==> config.mk <==
export PLATFORM = sky130hd
export DESIGN_NAME = cfr_flags
export DESIGN_NICKNAME = d
export VERILOG_FILES = /design/src/cfr_pkg.sv /design/src/cfr_sticky.sv /design/src/cfr_irq_gate.sv /design/src/cfr_flags.sv
export VERILOG_INCLUDE_DIRS = /design/src /design/src/src
export SDC_FILE = /design/constraint.sdc
export NUM_CORES = 1
export LEC_CHECK = 0
export BUFFER_PORTS_ARGS = -buffer_cell sky130_fd_sc_hd__buf_4
export CAP_MARGIN = 20
export CORE_MARGIN = 4
export CORE_UTILIZATION = 40
export DETAILED_ROUTE_END_ITERATION = 10
export GPL_TIMING_DRIVEN = 0
export PLACE_DENSITY = 0.68
export SLEW_MARGIN = 20
export SYNTH_ARGS = -nofsm -noshare
export SYNTH_HDL_FRONTEND = slang
export SYNTH_SLANG_ARGS = --single-unit
==> constraint.sdc <==
create_clock -name aclk -period 20.3 [get_ports aclk]
set_input_delay 5.075 -clock aclk [delete_from_list [all_inputs] [get_ports aclk]]
set_output_delay 5.075 -clock aclk [all_outputs]
set_load 0.03 [all_outputs]
==> src/cfr_map.svh <==
// register offsets, field slices, reset values and limits of the flag block
`ifndef CFR_MAP_SVH
`define CFR_MAP_SVH

// ------------------------------------------------------------
// register map (byte addresses)
// ------------------------------------------------------------
`define CFR_AW 8
`define CFR_FLAG_OFS 8'h00
`define CFR_STAT_OFS 8'h04
`define CFR_CLR_OFS 8'h08
`define CFR_EN_OFS 8'h0C

// ------------------------------------------------------------
// flag word layout and reset
// ------------------------------------------------------------
`define CFR_FLAG_W 12
`define CFR_FLAG_RANGE 11:0
`define CFR_LANE0 7:0
`define CFR_LANE1 11:8
`define CFR_FLAG_RST 12'h000

// ------------------------------------------------------------
// event status layout and reset
// ------------------------------------------------------------
`define CFR_NEV 4
`define CFR_EV_RANGE 3:0
`define CFR_EV_ACC 0
`define CFR_EV_OVF 1
`define CFR_EV_FUF 2
`define CFR_EV_FOF 3
`define CFR_EN_RST 4'h0

// ------------------------------------------------------------
// limits, bus answers and product slices
// ------------------------------------------------------------
`define CFR_PRIO_BLOCK 3'h7
`define CFR_TRAP_SP_MAX 8'h7F
`define CFR_RESP_OKAY 2'h0
`define CFR_RESP_SLVERR 2'h2
`define CFR_PROD_INT 31:16
`define CFR_PROD_FRAC 30:15

`endif

==> src/cfr_pkg.sv <==
// types carried between the flag block and the core around it
package cfr_pkg;

   // flag word, msb first so that a cast matches the register layout
   typedef struct packed {
      logic [1:0] rounding_mode_field;
      logic radix_point_select;
      logic [2:0] processor_priority_level;
      logic float_overflow_flag;
      logic float_underflow_flag;
      logic stack_select;
      logic int_enable;
      logic int_overflow;
      logic bank_select;
   } cfr_flags_type;

   typedef struct packed {
      logic valid;
      logic overflow;
   } cfr_alu_type;

   typedef struct packed {
      logic valid;
      logic underflow;
      logic overflow;
      logic subnormal;
   } cfr_fpu_type;

   typedef struct packed {
      logic valid;
      logic maskable;
      logic [2:0] level;
   } cfr_irq_type;

   typedef struct packed {
      logic valid;
      logic [7:0] vector;
   } cfr_trap_type;

   typedef struct packed {
      logic valid;
      logic [15:0] a;
      logic [15:0] b;
   } cfr_fxmul_type;

endpackage

==> src/cfr_sticky.sv <==
// one sticky status bit: hardware set beats software clear
module cfr_sticky (
   input wire logic aclk,
   input wire logic aresetn,
   input wire logic set,
   input wire logic clr,
   output logic q
);

   // set wins so that an event in the clearing cycle is not lost
   always_ff @(posedge aclk) begin
      if (!aresetn) begin
         q <= 1'b0;
      end else if (set) begin
         q <= 1'b1;
      end else if (clr) begin
         q <= 1'b0;
      end
   end
endmodule

==> src/cfr_irq_gate.sv <==
// decides whether a pending interrupt request is taken this cycle
`include "cfr_map.svh"
module cfr_irq_gate (
   input wire cfr_pkg::cfr_irq_type req,
   input wire logic int_enable,
   input wire logic [2:0] processor_priority_level,
   output logic take
);

   // level seven shuts every request out, masked or not
   always_comb begin
      take = req.valid
         && (processor_priority_level != `CFR_PRIO_BLOCK)
         && (!req.maskable || int_enable)
         && (req.level > processor_priority_level);
   end

endmodule

==> src/cfr_flags.sv <==
// processor status flag register with an axi4-lite register port
`include "cfr_map.svh"
// Overview of operation
// bank bit picks general register set
// overflow flag follows each alu result
// maskable requests need interrupt enable set
// any accepted interrupt clears interrupt enable
// stack bit: 0 interrupt, 1 user pointer
// interrupt or trap 0..127 clears stack bit
// underflow flag on underflow or subnormal operand
// overflow flag on overflow or subnormal operand
// request taken only above priority level
// priority level seven blocks every request
// radix bit picks product slice written back
// two-bit rounding field steers the fpu
// software writes zero to reserved bit
// rounding bits stored and forwarded unchanged
module cfr_flags (
   input wire logic aclk,
   input wire logic aresetn,
   input wire logic [`CFR_AW-1:0] s_axi_awaddr,
   input wire logic [2:0] s_axi_awprot,
   input wire logic s_axi_awvalid,
   output logic s_axi_awready,
   input wire logic [31:0] s_axi_wdata,
   input wire logic [3:0] s_axi_wstrb,
   input wire logic s_axi_wvalid,
   output logic s_axi_wready,
   output logic [1:0] s_axi_bresp,
   output logic s_axi_bvalid,
   input wire logic s_axi_bready,
   input wire logic [`CFR_AW-1:0] s_axi_araddr,
   input wire logic [2:0] s_axi_arprot,
   input wire logic s_axi_arvalid,
   output logic s_axi_arready,
   output logic [31:0] s_axi_rdata,
   output logic [1:0] s_axi_rresp,
   output logic s_axi_rvalid,
   input wire logic s_axi_rready,
   input wire cfr_pkg::cfr_alu_type alu_result,
   input wire cfr_pkg::cfr_fpu_type fpu_result,
   input wire cfr_pkg::cfr_irq_type irq_request,
   input wire cfr_pkg::cfr_trap_type trap_exec,
   input wire cfr_pkg::cfr_fxmul_type fixed_point_multiply_op,
   output logic [15:0] fixed_point_multiply_result,
   output logic fixed_point_multiply_valid,
   output logic int_accept,
   output logic [2:0] int_accept_level,
   output logic irq,
   output cfr_pkg::cfr_flags_type flags
);

   // ------------------------------------------------------------
   // state
   // ------------------------------------------------------------
   localparam cfr_pkg::cfr_flags_type FLAG_RST = cfr_pkg::cfr_flags_type'(`CFR_FLAG_RST);

   logic bank_select;
   logic int_overflow;
   logic int_enable;
   logic stack_select;
   logic float_underflow_flag;
   logic float_overflow_flag;
   logic [2:0] processor_priority_level;
   logic radix_point_select;
   logic [1:0] rounding_mode_field;
   logic aw_full;
   logic w_full;
   logic [`CFR_AW-1:0] awaddr_q;
   logic [31:0] wdata_q;
   logic [3:0] wstrb_q;
   logic [`CFR_EV_RANGE] ev_status;
   logic [`CFR_EV_RANGE] ev_enable;
   logic next_aw_full;
   logic next_w_full;
   logic next_bvalid;
   logic next_rvalid;
   logic wr_do;
   logic wr_flag;
   logic wr_bad;
   logic take;
   logic trap_sp;
   logic int_taken;
   logic [`CFR_FLAG_RANGE] cur_word;
   cfr_pkg::cfr_flags_type wflag;
   logic [`CFR_EV_RANGE] ev_set;
   logic [`CFR_EV_RANGE] ev_clr;
   logic signed [31:0] product;

   // flag bits face the core as one struct
   assign flags = '{rounding_mode_field: rounding_mode_field,
                    radix_point_select: radix_point_select,
                    processor_priority_level: processor_priority_level,
                    float_overflow_flag: float_overflow_flag,
                    float_underflow_flag: float_underflow_flag,
                    stack_select: stack_select,
                    int_enable: int_enable,
                    int_overflow: int_overflow,
                    bank_select: bank_select};

   // ------------------------------------------------------------
   // axi4-lite write channel
   // ------------------------------------------------------------
   // address and data are held separately so either may arrive first
   always_comb begin
      wr_do = aw_full && w_full && !s_axi_bvalid;
      next_aw_full = (s_axi_awvalid && s_axi_awready) || (aw_full && !wr_do);
      next_w_full = (s_axi_wvalid && s_axi_wready) || (w_full && !wr_do);
      next_bvalid = wr_do || (s_axi_bvalid && !s_axi_bready);
      wr_flag = wr_do && (awaddr_q == `CFR_FLAG_OFS);
      wr_bad = (awaddr_q != `CFR_FLAG_OFS) && (awaddr_q != `CFR_CLR_OFS)
         && (awaddr_q != `CFR_EN_OFS);
   end

   // ready is registered; it drops while a word waits or a response is due
   always_ff @(posedge aclk) begin
      if (!aresetn) begin
         aw_full <= 1'b0;
         w_full <= 1'b0;
         s_axi_awready <= 1'b0;
         s_axi_wready <= 1'b0;
         s_axi_bvalid <= 1'b0;
         s_axi_bresp <= `CFR_RESP_OKAY;
      end else begin
         aw_full <= next_aw_full;
         w_full <= next_w_full;
         s_axi_awready <= !next_aw_full && !next_bvalid;
         s_axi_wready <= !next_w_full && !next_bvalid;
         s_axi_bvalid <= next_bvalid;
         if (wr_do) begin
            s_axi_bresp <= wr_bad ? `CFR_RESP_SLVERR : `CFR_RESP_OKAY;
         end
      end
   end

   // payload latches, no reset needed beyond a defined start
   always_ff @(posedge aclk) begin
      if (!aresetn) begin
         awaddr_q <= '0;
         wdata_q <= '0;
         wstrb_q <= '0;
      end else begin
         if (s_axi_awvalid && s_axi_awready) begin
            awaddr_q <= s_axi_awaddr;
         end
         if (s_axi_wvalid && s_axi_wready) begin
            wdata_q <= s_axi_wdata;
            wstrb_q <= s_axi_wstrb;
         end
      end
   end

   // byte lanes merge the written word into the current flags
   always_comb begin
      cur_word = flags;
      wflag = cfr_pkg::cfr_flags_type'({
         wstrb_q[1] ? wdata_q[`CFR_LANE1] : cur_word[`CFR_LANE1],
         wstrb_q[0] ? wdata_q[`CFR_LANE0] : cur_word[`CFR_LANE0]});
      ev_clr = (wr_do && awaddr_q == `CFR_CLR_OFS && wstrb_q[0])
         ? wdata_q[`CFR_EV_RANGE] : '0;
   end

   // ------------------------------------------------------------
   // axi4-lite read channel
   // ------------------------------------------------------------
   always_comb begin
      next_rvalid = (s_axi_arvalid && s_axi_arready) || (s_axi_rvalid && !s_axi_rready);
   end

   // clear register reads zero; the reserved bit above the flags reads zero
   always_ff @(posedge aclk) begin
      if (!aresetn) begin
         s_axi_arready <= 1'b0;
         s_axi_rvalid <= 1'b0;
         s_axi_rdata <= '0;
         s_axi_rresp <= `CFR_RESP_OKAY;
      end else begin
         s_axi_arready <= !next_rvalid;
         s_axi_rvalid <= next_rvalid;
         if (s_axi_arvalid && s_axi_arready) begin
            s_axi_rresp <= `CFR_RESP_OKAY;
            case (s_axi_araddr)
               `CFR_FLAG_OFS: s_axi_rdata <= 32'(cur_word);
               `CFR_STAT_OFS: s_axi_rdata <= 32'(ev_status);
               `CFR_CLR_OFS: s_axi_rdata <= '0;
               `CFR_EN_OFS: s_axi_rdata <= 32'(ev_enable);
               default: begin
                  s_axi_rdata <= '0;
                  s_axi_rresp <= `CFR_RESP_SLVERR;
               end
            endcase
         end
      end
   end

   // ------------------------------------------------------------
   // interrupt acceptance
   // ------------------------------------------------------------
   cfr_irq_gate u_gate (
      .req(irq_request),
      .int_enable(int_enable),
      .processor_priority_level(processor_priority_level),
      .take(take)
   );

   // a software trap counts as an accepted interrupt for the enable bit and event status, not for int_accept
   assign trap_sp = trap_exec.valid && (trap_exec.vector <= `CFR_TRAP_SP_MAX);
   assign int_taken = take || trap_exec.valid;

   // acceptance pulse and level towards the sequencer
   always_ff @(posedge aclk) begin
      if (!aresetn) begin
         int_accept <= 1'b0;
         int_accept_level <= '0;
      end else begin
         int_accept <= take;
         if (take) begin
            int_accept_level <= irq_request.level;
         end
      end
   end

   // ------------------------------------------------------------
   // flag bits; hardware updates beat a bus write in the same cycle
   // ------------------------------------------------------------
   // bank bit drives the register file select directly
   always_ff @(posedge aclk) begin
      if (!aresetn) begin
         bank_select <= FLAG_RST.bank_select;
      end else if (wr_flag) begin
         bank_select <= wflag.bank_select;
      end
   end

   // overflow reflects the last alu result, set or cleared
   always_ff @(posedge aclk) begin
      if (!aresetn) begin
         int_overflow <= FLAG_RST.int_overflow;
      end else if (alu_result.valid) begin
         int_overflow <= alu_result.overflow;
      end else if (wr_flag) begin
         int_overflow <= wflag.int_overflow;
      end
   end

   // acceptance closes the gate until software reopens it
   always_ff @(posedge aclk) begin
      if (!aresetn) begin
         int_enable <= FLAG_RST.int_enable;
      end else if (int_taken) begin
         int_enable <= 1'b0;
      end else if (wr_flag) begin
         int_enable <= wflag.int_enable;
      end
   end

   // traps above the low vector range keep the user pointer
   always_ff @(posedge aclk) begin
      if (!aresetn) begin
         stack_select <= FLAG_RST.stack_select;
      end else if (take || trap_sp) begin
         stack_select <= 1'b0;
      end else if (wr_flag) begin
         stack_select <= wflag.stack_select;
      end
   end

   // subnormal operands raise both fpu flags
   always_ff @(posedge aclk) begin
      if (!aresetn) begin
         float_underflow_flag <= FLAG_RST.float_underflow_flag;
         float_overflow_flag <= FLAG_RST.float_overflow_flag;
      end else if (fpu_result.valid) begin
         float_underflow_flag <= fpu_result.underflow || fpu_result.subnormal;
         float_overflow_flag <= fpu_result.overflow || fpu_result.subnormal;
      end else if (wr_flag) begin
         float_underflow_flag <= wflag.float_underflow_flag;
         float_overflow_flag <= wflag.float_overflow_flag;
      end
   end

   // software-owned fields; rounding bits are passed on as written
   always_ff @(posedge aclk) begin
      if (!aresetn) begin
         processor_priority_level <= FLAG_RST.processor_priority_level;
         radix_point_select <= FLAG_RST.radix_point_select;
         rounding_mode_field <= FLAG_RST.rounding_mode_field;
      end else if (wr_flag) begin
         processor_priority_level <= wflag.processor_priority_level;
         radix_point_select <= wflag.radix_point_select;
         rounding_mode_field <= wflag.rounding_mode_field;
      end
   end

   // ------------------------------------------------------------
   // fixed-point multiply write-back
   // ------------------------------------------------------------
   assign product = $signed(fixed_point_multiply_op.a) * $signed(fixed_point_multiply_op.b);

   // radix bit set keeps a q15 result, clear keeps the upper half
   always_ff @(posedge aclk) begin
      if (!aresetn) begin
         fixed_point_multiply_valid <= 1'b0;
         fixed_point_multiply_result <= '0;
      end else begin
         fixed_point_multiply_valid <= fixed_point_multiply_op.valid;
         if (fixed_point_multiply_op.valid) begin
            fixed_point_multiply_result <= radix_point_select
               ? product[`CFR_PROD_FRAC] : product[`CFR_PROD_INT];
         end
      end
   end

   // ------------------------------------------------------------
   // event status, enable and interrupt line
   // ------------------------------------------------------------
   always_comb begin
      ev_set = '0;
      ev_set[`CFR_EV_ACC] = int_taken;
      ev_set[`CFR_EV_OVF] = alu_result.valid && alu_result.overflow;
      ev_set[`CFR_EV_FUF] = fpu_result.valid && (fpu_result.underflow || fpu_result.subnormal);
      ev_set[`CFR_EV_FOF] = fpu_result.valid && (fpu_result.overflow || fpu_result.subnormal);
   end

   for (genvar i = 0; i < `CFR_NEV; i++) begin : g_ev
      cfr_sticky u_bit (
         .aclk(aclk),
         .aresetn(aresetn),
         .set(ev_set[i]),
         .clr(ev_clr[i]),
         .q(ev_status[i])
      );
   end

   // line is registered, so it trails the status bit by one cycle
   always_ff @(posedge aclk) begin
      if (!aresetn) begin
         ev_enable <= `CFR_EN_RST;
         irq <= 1'b0;
      end else begin
         if (wr_do && awaddr_q == `CFR_EN_OFS && wstrb_q[0]) begin
            ev_enable <= wdata_q[`CFR_EV_RANGE];
         end
         irq <= |(ev_status & ev_enable);
      end
   end
endmodule

# Word-level counts from Yosys, hierarchy flattened
# Cells that the tools add are included.
[classes] n_eq_ne=8 n_bitwise=2 mul=1 muxes=20 n_reduce_logical=62 n_lt_le_gt_ge=2
[op_table] op="12-bit one-hot mux with 3 select lines" n=1
[op_table] op="8-bit by 4-bit == test with 1-bit output, second input constant" n=4
[op_table] op="16-bit by 16-bit multiplier with 32-bit output" n=1
[op_table] op="1-bit logical AND" n=25
[op_table] op="8-bit logical NOT" n=2
[op_table] op="16-bit two-way mux" n=1
[op_table] op="8-bit by 4-bit inequality test with 1-bit output, second input constant" n=2
[op_table] op="2-bit nonzero test" n=8
[op_table] op="1-bit two-way mux" n=14
[op_table] op="1-bit logical NOT" n=9
[op_table] op="1-bit logical OR" n=9
[op_table] op="8-bit by 3-bit == test with 1-bit output, second input constant" n=1
[op_table] op="8-bit by 7-bit less-or-equal comparator with 1-bit output, second input constant" n=1
[op_table] op="2-bit AND reduction" n=4
[op_table] op="8-bit nonzero test" n=1
[op_table] op="4-bit OR reduction" n=2
[op_table] op="6-bit two-way mux" n=1
[op_table] op="4-bit AND" n=1
[op_table] op="2-bit two-way mux" n=2
[op_table] op="4-bit two-way mux" n=1
[op_table] op="2-bit OR reduction" n=2
[op_table] op="3-bit > comparator" n=1
[op_table] op="3-bit inequality test, second input constant" n=1
[op_table] op="1-bit inverter" n=1
[word_totals] output_inout_bits=75 reg_bits=107 in_bits=118

# Longest topological paths before layout
[logic_depth] word_depth=7 mapped_depth=24 mapped_depth_nobuf=22

# Hierarchy
# Synthesis repeated with hierarchy kept, for this count alone.
[unflattened] hier_cells=1463 hier_area_um2=13225.2
[by_module_without_submodules] module="cfr_flags" n_inst=1 area_each_um2=12968.7 seq_area_each_um2=1621.6 cells_each=1437
[by_module_without_submodules] module="cfr_sticky" n_inst=4 area_each_um2=41.3 seq_area_each_um2=20.0 cells_each=3
[by_module_without_submodules] module="cfr_irq_gate" n_inst=1 area_each_um2=91.3 seq_area_each_um2=0.0 cells_each=14

# Worst setup path before layout
# OpenSTA, ideal clock, no wires.
[synth_path] path_type="input to register" start="in fixed_point_multiply_op[31] (netlist name)" end="reg fixed_point_multiply_result[13]" stages=21 path_buffers=1 arrival_ns=10.780 path_slack_ns=9.404 setup_ns=0.116 cell_sequence="clkbuf_1 > nand2_1 > inv_1 > fa_1 > fa_1 > fa_1 > fa_1 > fa_1 > inv_1 > fa_1 > inv_1 > ha_1 > a21o_1 > and2_1 > o21ai_0 > nor2b_1 > o21ai_0 > a21o_1 > a211oi_1 > o221ai_1 > o211a_1"
[synth_between] elab_chain_cells=2
[synth_rtl] element="start: declaration" line_no="cfr_flags.sv:44" source="input wire cfr_pkg::cfr_fxmul_type fixed_point_multiply_op,"
[synth_rtl] element="16-bit by 16-bit multiplier with 32-bit output" line_no="cfr_flags.sv:298" source="assign product = $signed(fixed_point_multiply_op.a) * $signed(fixed_point_multiply_op.b);"
[synth_rtl] element="16-bit two-way mux" line_no="cfr_flags.sv:308" source="fixed_point_multiply_result <= radix_point_select"
[synth_rtl] element="end signal: assignment" line_no="cfr_flags.sv:308"
[synth_rtl] element="end: declaration" line_no="cfr_flags.sv:45" source="output logic [15:0] fixed_point_multiply_result,"
# Every way passes these cells.
# A chain may end at the register's enable or synchronous reset.

# Final worst setup path
# Ends and elaborated chain as after synthesis.

==> results.py <==
metrics = {
    "setup_path": {
        "critPathSlowestCell": "fa_1",
        "crit_buf_inv": 5,
        "cp_common_cell": "fa_1",
        "crit_start": "fixed_point_multiply_op[31]",
        "cp_max_fo": 10,
        "crit_chain": "buf_4, clkbuf_1, nand2_1, inv_1, fa_1, fa_1, fa_1, fa_1, fa_1, inv_1, fa_1, inv_1, ha_1, a21o_1, and2_1, o21ai_0, nor2b_1, o21ai_0, a21o_1, a211oi_1, o221ai_1, o211a_1",
        "cp.required_ps": 20530,
        "critPathTopFamily": "adder cells",
        "r2r_slack_ps": 17950,
        "worst-setup-path-type": "input port to flop",
        "crit_path_max_incr_delay_ps": 920,
        "worstReg2RegStart": "awaddr_q[5]",
        "worstPathArrival_ps": 11730,
        "endpoint_kind": "flop",
        "startpoint_type": "input port",
    },
    "worst_hold_path": {
        "min_from": "aw_full",
        "worstHoldPathType": "flop to flop",
    },
    "placed_design": {
        "portBuffers": 131,
        "place.gp.congestion": 0.9332,
        "hpwl_um": 28680,
    },
    "synth": {
        "syn_area_per_cell_um2": 8.930,
        "synth_top_area_cell": "fa_1",
        "synth_edf_count": 0,
        "yosys_warnings": 0,
        "synth.most_common_cell": "inv_1",
        "netlist_top_cells_count": "295 x inv_1, 261 x fa_1, 194 x nand2_1, 127 x and2_1, 85 x dfxtp_1",
        "synthTopCellsByArea": "fa_1 40%, dfxtp_1 13%, inv_1 8.5%",
        "synth_flop_cell": "dfxtp_1",
        "synth_top_area_frac": 0.3991,
        "async_flop_share": 0,
        "yosysSeqAreaShare": 0.1300,
        "ys_types": 60,
        "synth_seq_cells": 85,
        "synthCells": 1466,
        "syn_area_um2": 13090,
    },
    "grt": {
        "grt_pass1_wl_um": 56180,
        "grt_max_degree": 15,
        "antenna_found_initial": 0,
        "grtUsageTotal": 0.1943,
        "grt_pass1_vias": 11060,
        "gr-total-overflow": 0,
    },
    "layout": {
        "final_nets": 2090,
        "nFillCells": 3173,
        "n_antenna_cell": 0,
        "synthToLayoutAreaGrowth_pct": 14.94,
        "drive_gt1_frac": 0.1157,
    },
    "drt": {
        "routed_wl_um": 33430,
        "postRouteAntennaNets": 0,
        "drtIter0Drc": 620,
        "vias": 10230,
        "wl_per_cell_um": 16.16,
        "remaining_drc_errors": 0,
        "viasPerCell": 4.942,
        "drtPass1Iterations": 7,
    },
    "cts": {
        "cts_tree": "built",
        "clk_path_buf_depth": 2,
        "htreeDepth": 3,
        "ctsHoldBuffers": 0,
        "cts_sinks": 85,
        "root_buffer": "clkbuf_16",
        "clkTransAtPathRegs_ps": 60,
        "clk_latency_ps": 340,
        "post_cts_buffers": 0,
        "cts_buffers": 9,
        "cts_resized": 0,
    },
    "outcome": {
        "outcome": "complete, no violations",
    },
    "die": {
        "fp-row-count": 65,
        "core_um2": 31880,
        "start_util": 0.4106,
        "io_pins": 193,
        "dieWidth_um": 188.9,
        "die_area_um2": 35690,
        "die_height_um": 188.9,
    },
    "sta": {
        "hold_viol": 0,
        "fin_crit_ps": 11500,
        "fin_hold_ws_ps": 453.3,
        "post-route-period-util": 0.5663,
        "drv_slew": 0,
        "rsz0062_at_grt": "no",
        "worst_pin_slew_ps": 995.7,
        "finalSetupViolCount": 0,
        "relSlewSlack": 0.3317,
        "clock_skew_ps": 4.685,
        "fmax_ghz": 0.08698,
        "setup-tns-final_ps": 0,
    },
    "job": {
        "maxCapViolations": 0,
    },
}
==> worst paths after layout <==
path	cells after the start	to
setup / recovery	22	fixed_point_multiply_result[13]
hold / removal	1	s_axi_awready
setup reg to reg	8	float_overflow_flag
hold reg to reg	1	s_axi_awready
==> layout by cell type (no fill, tap or decap), drive strengths merged, types with 10 or more instances in the layout <==
cell type and instances:
buf 168, clkbuf 60, dfxtp 85, a21oi 60
and2 127, nand3 12, nand2 194, fa 261
a22oi 14, nor2 68, mux2i 18, inv 296
conb 22, ha 82, xnor2 16, o21ai 34
nand2b 10
==> through the flow <==
stage	instances	worst slack (ps)	utilization	instance area [um2]
floorplan	1487	9404	-	13170
global placement	2053	8590	0.4610	14700
detailed placement	2053	8542	0.4610	14700
CTS	2069	8865	0.4720	15050
global route	2069	8351	0.4720	15050
finish	2069	8803	0.4720	15050
==> area by class of cell <==
type | instances | area [um2] | area share
multi-input cells | 1019 | 9917 | 0.6591
flip-flops and latches | 85 | 1702 | 0.1131
plain buffers | 87 | 440.4 | 0.02927
well taps | 435 | 544.3 | 0.03617
inverters | 296 | 1111 | 0.07384
clock buffers | 10 | 239.0 | 0.01588
repair buffers | 131 | 983.4 | 0.06536
clock inverters | 6 | 110.1 | 0.007318
==> layer usage <==
layer,global-route usage,wire (um),part of all wire
met1,0.2484,13680,0.41
met3,0.02968,1629,0.049
met5,0,0,0
met2,0.3399,16840,0.50
met4,0.06194,1281,0.038
==> registers in the layout, summed over array words and instances, names as in the netlist, 2 cells and up <==
name and cells:
processor_priority_level 3, wstrb_q 2, rounding_mode_field 2, wdata_q 12, awaddr_q 8, fixed_point_multiply_result 16, int_accept_level 3, s_axi_rdata 12
ev_enable 4, g_ev.u_bit.q 4
==> cells by family after synthesis <==
group / count (synthesis) / share of synthesized area
adders and majority gates: 343 / 0.4775
and+or+nand+nor: 452 / 0.1655
AOI/OAI and AO/OA: 163 / 0.08019
xor gates and xnor gates: 20 / 0.01338
other: 1 / 0.0002864
DFF: 85 / 0.1300
muxes: 19 / 0.01462
buffers and inverters: 383 / 0.1185
Power is left out: the tool's default activity adds up to more than one toggle a clock period on the data nets, which glitch-free logic cannot reach.
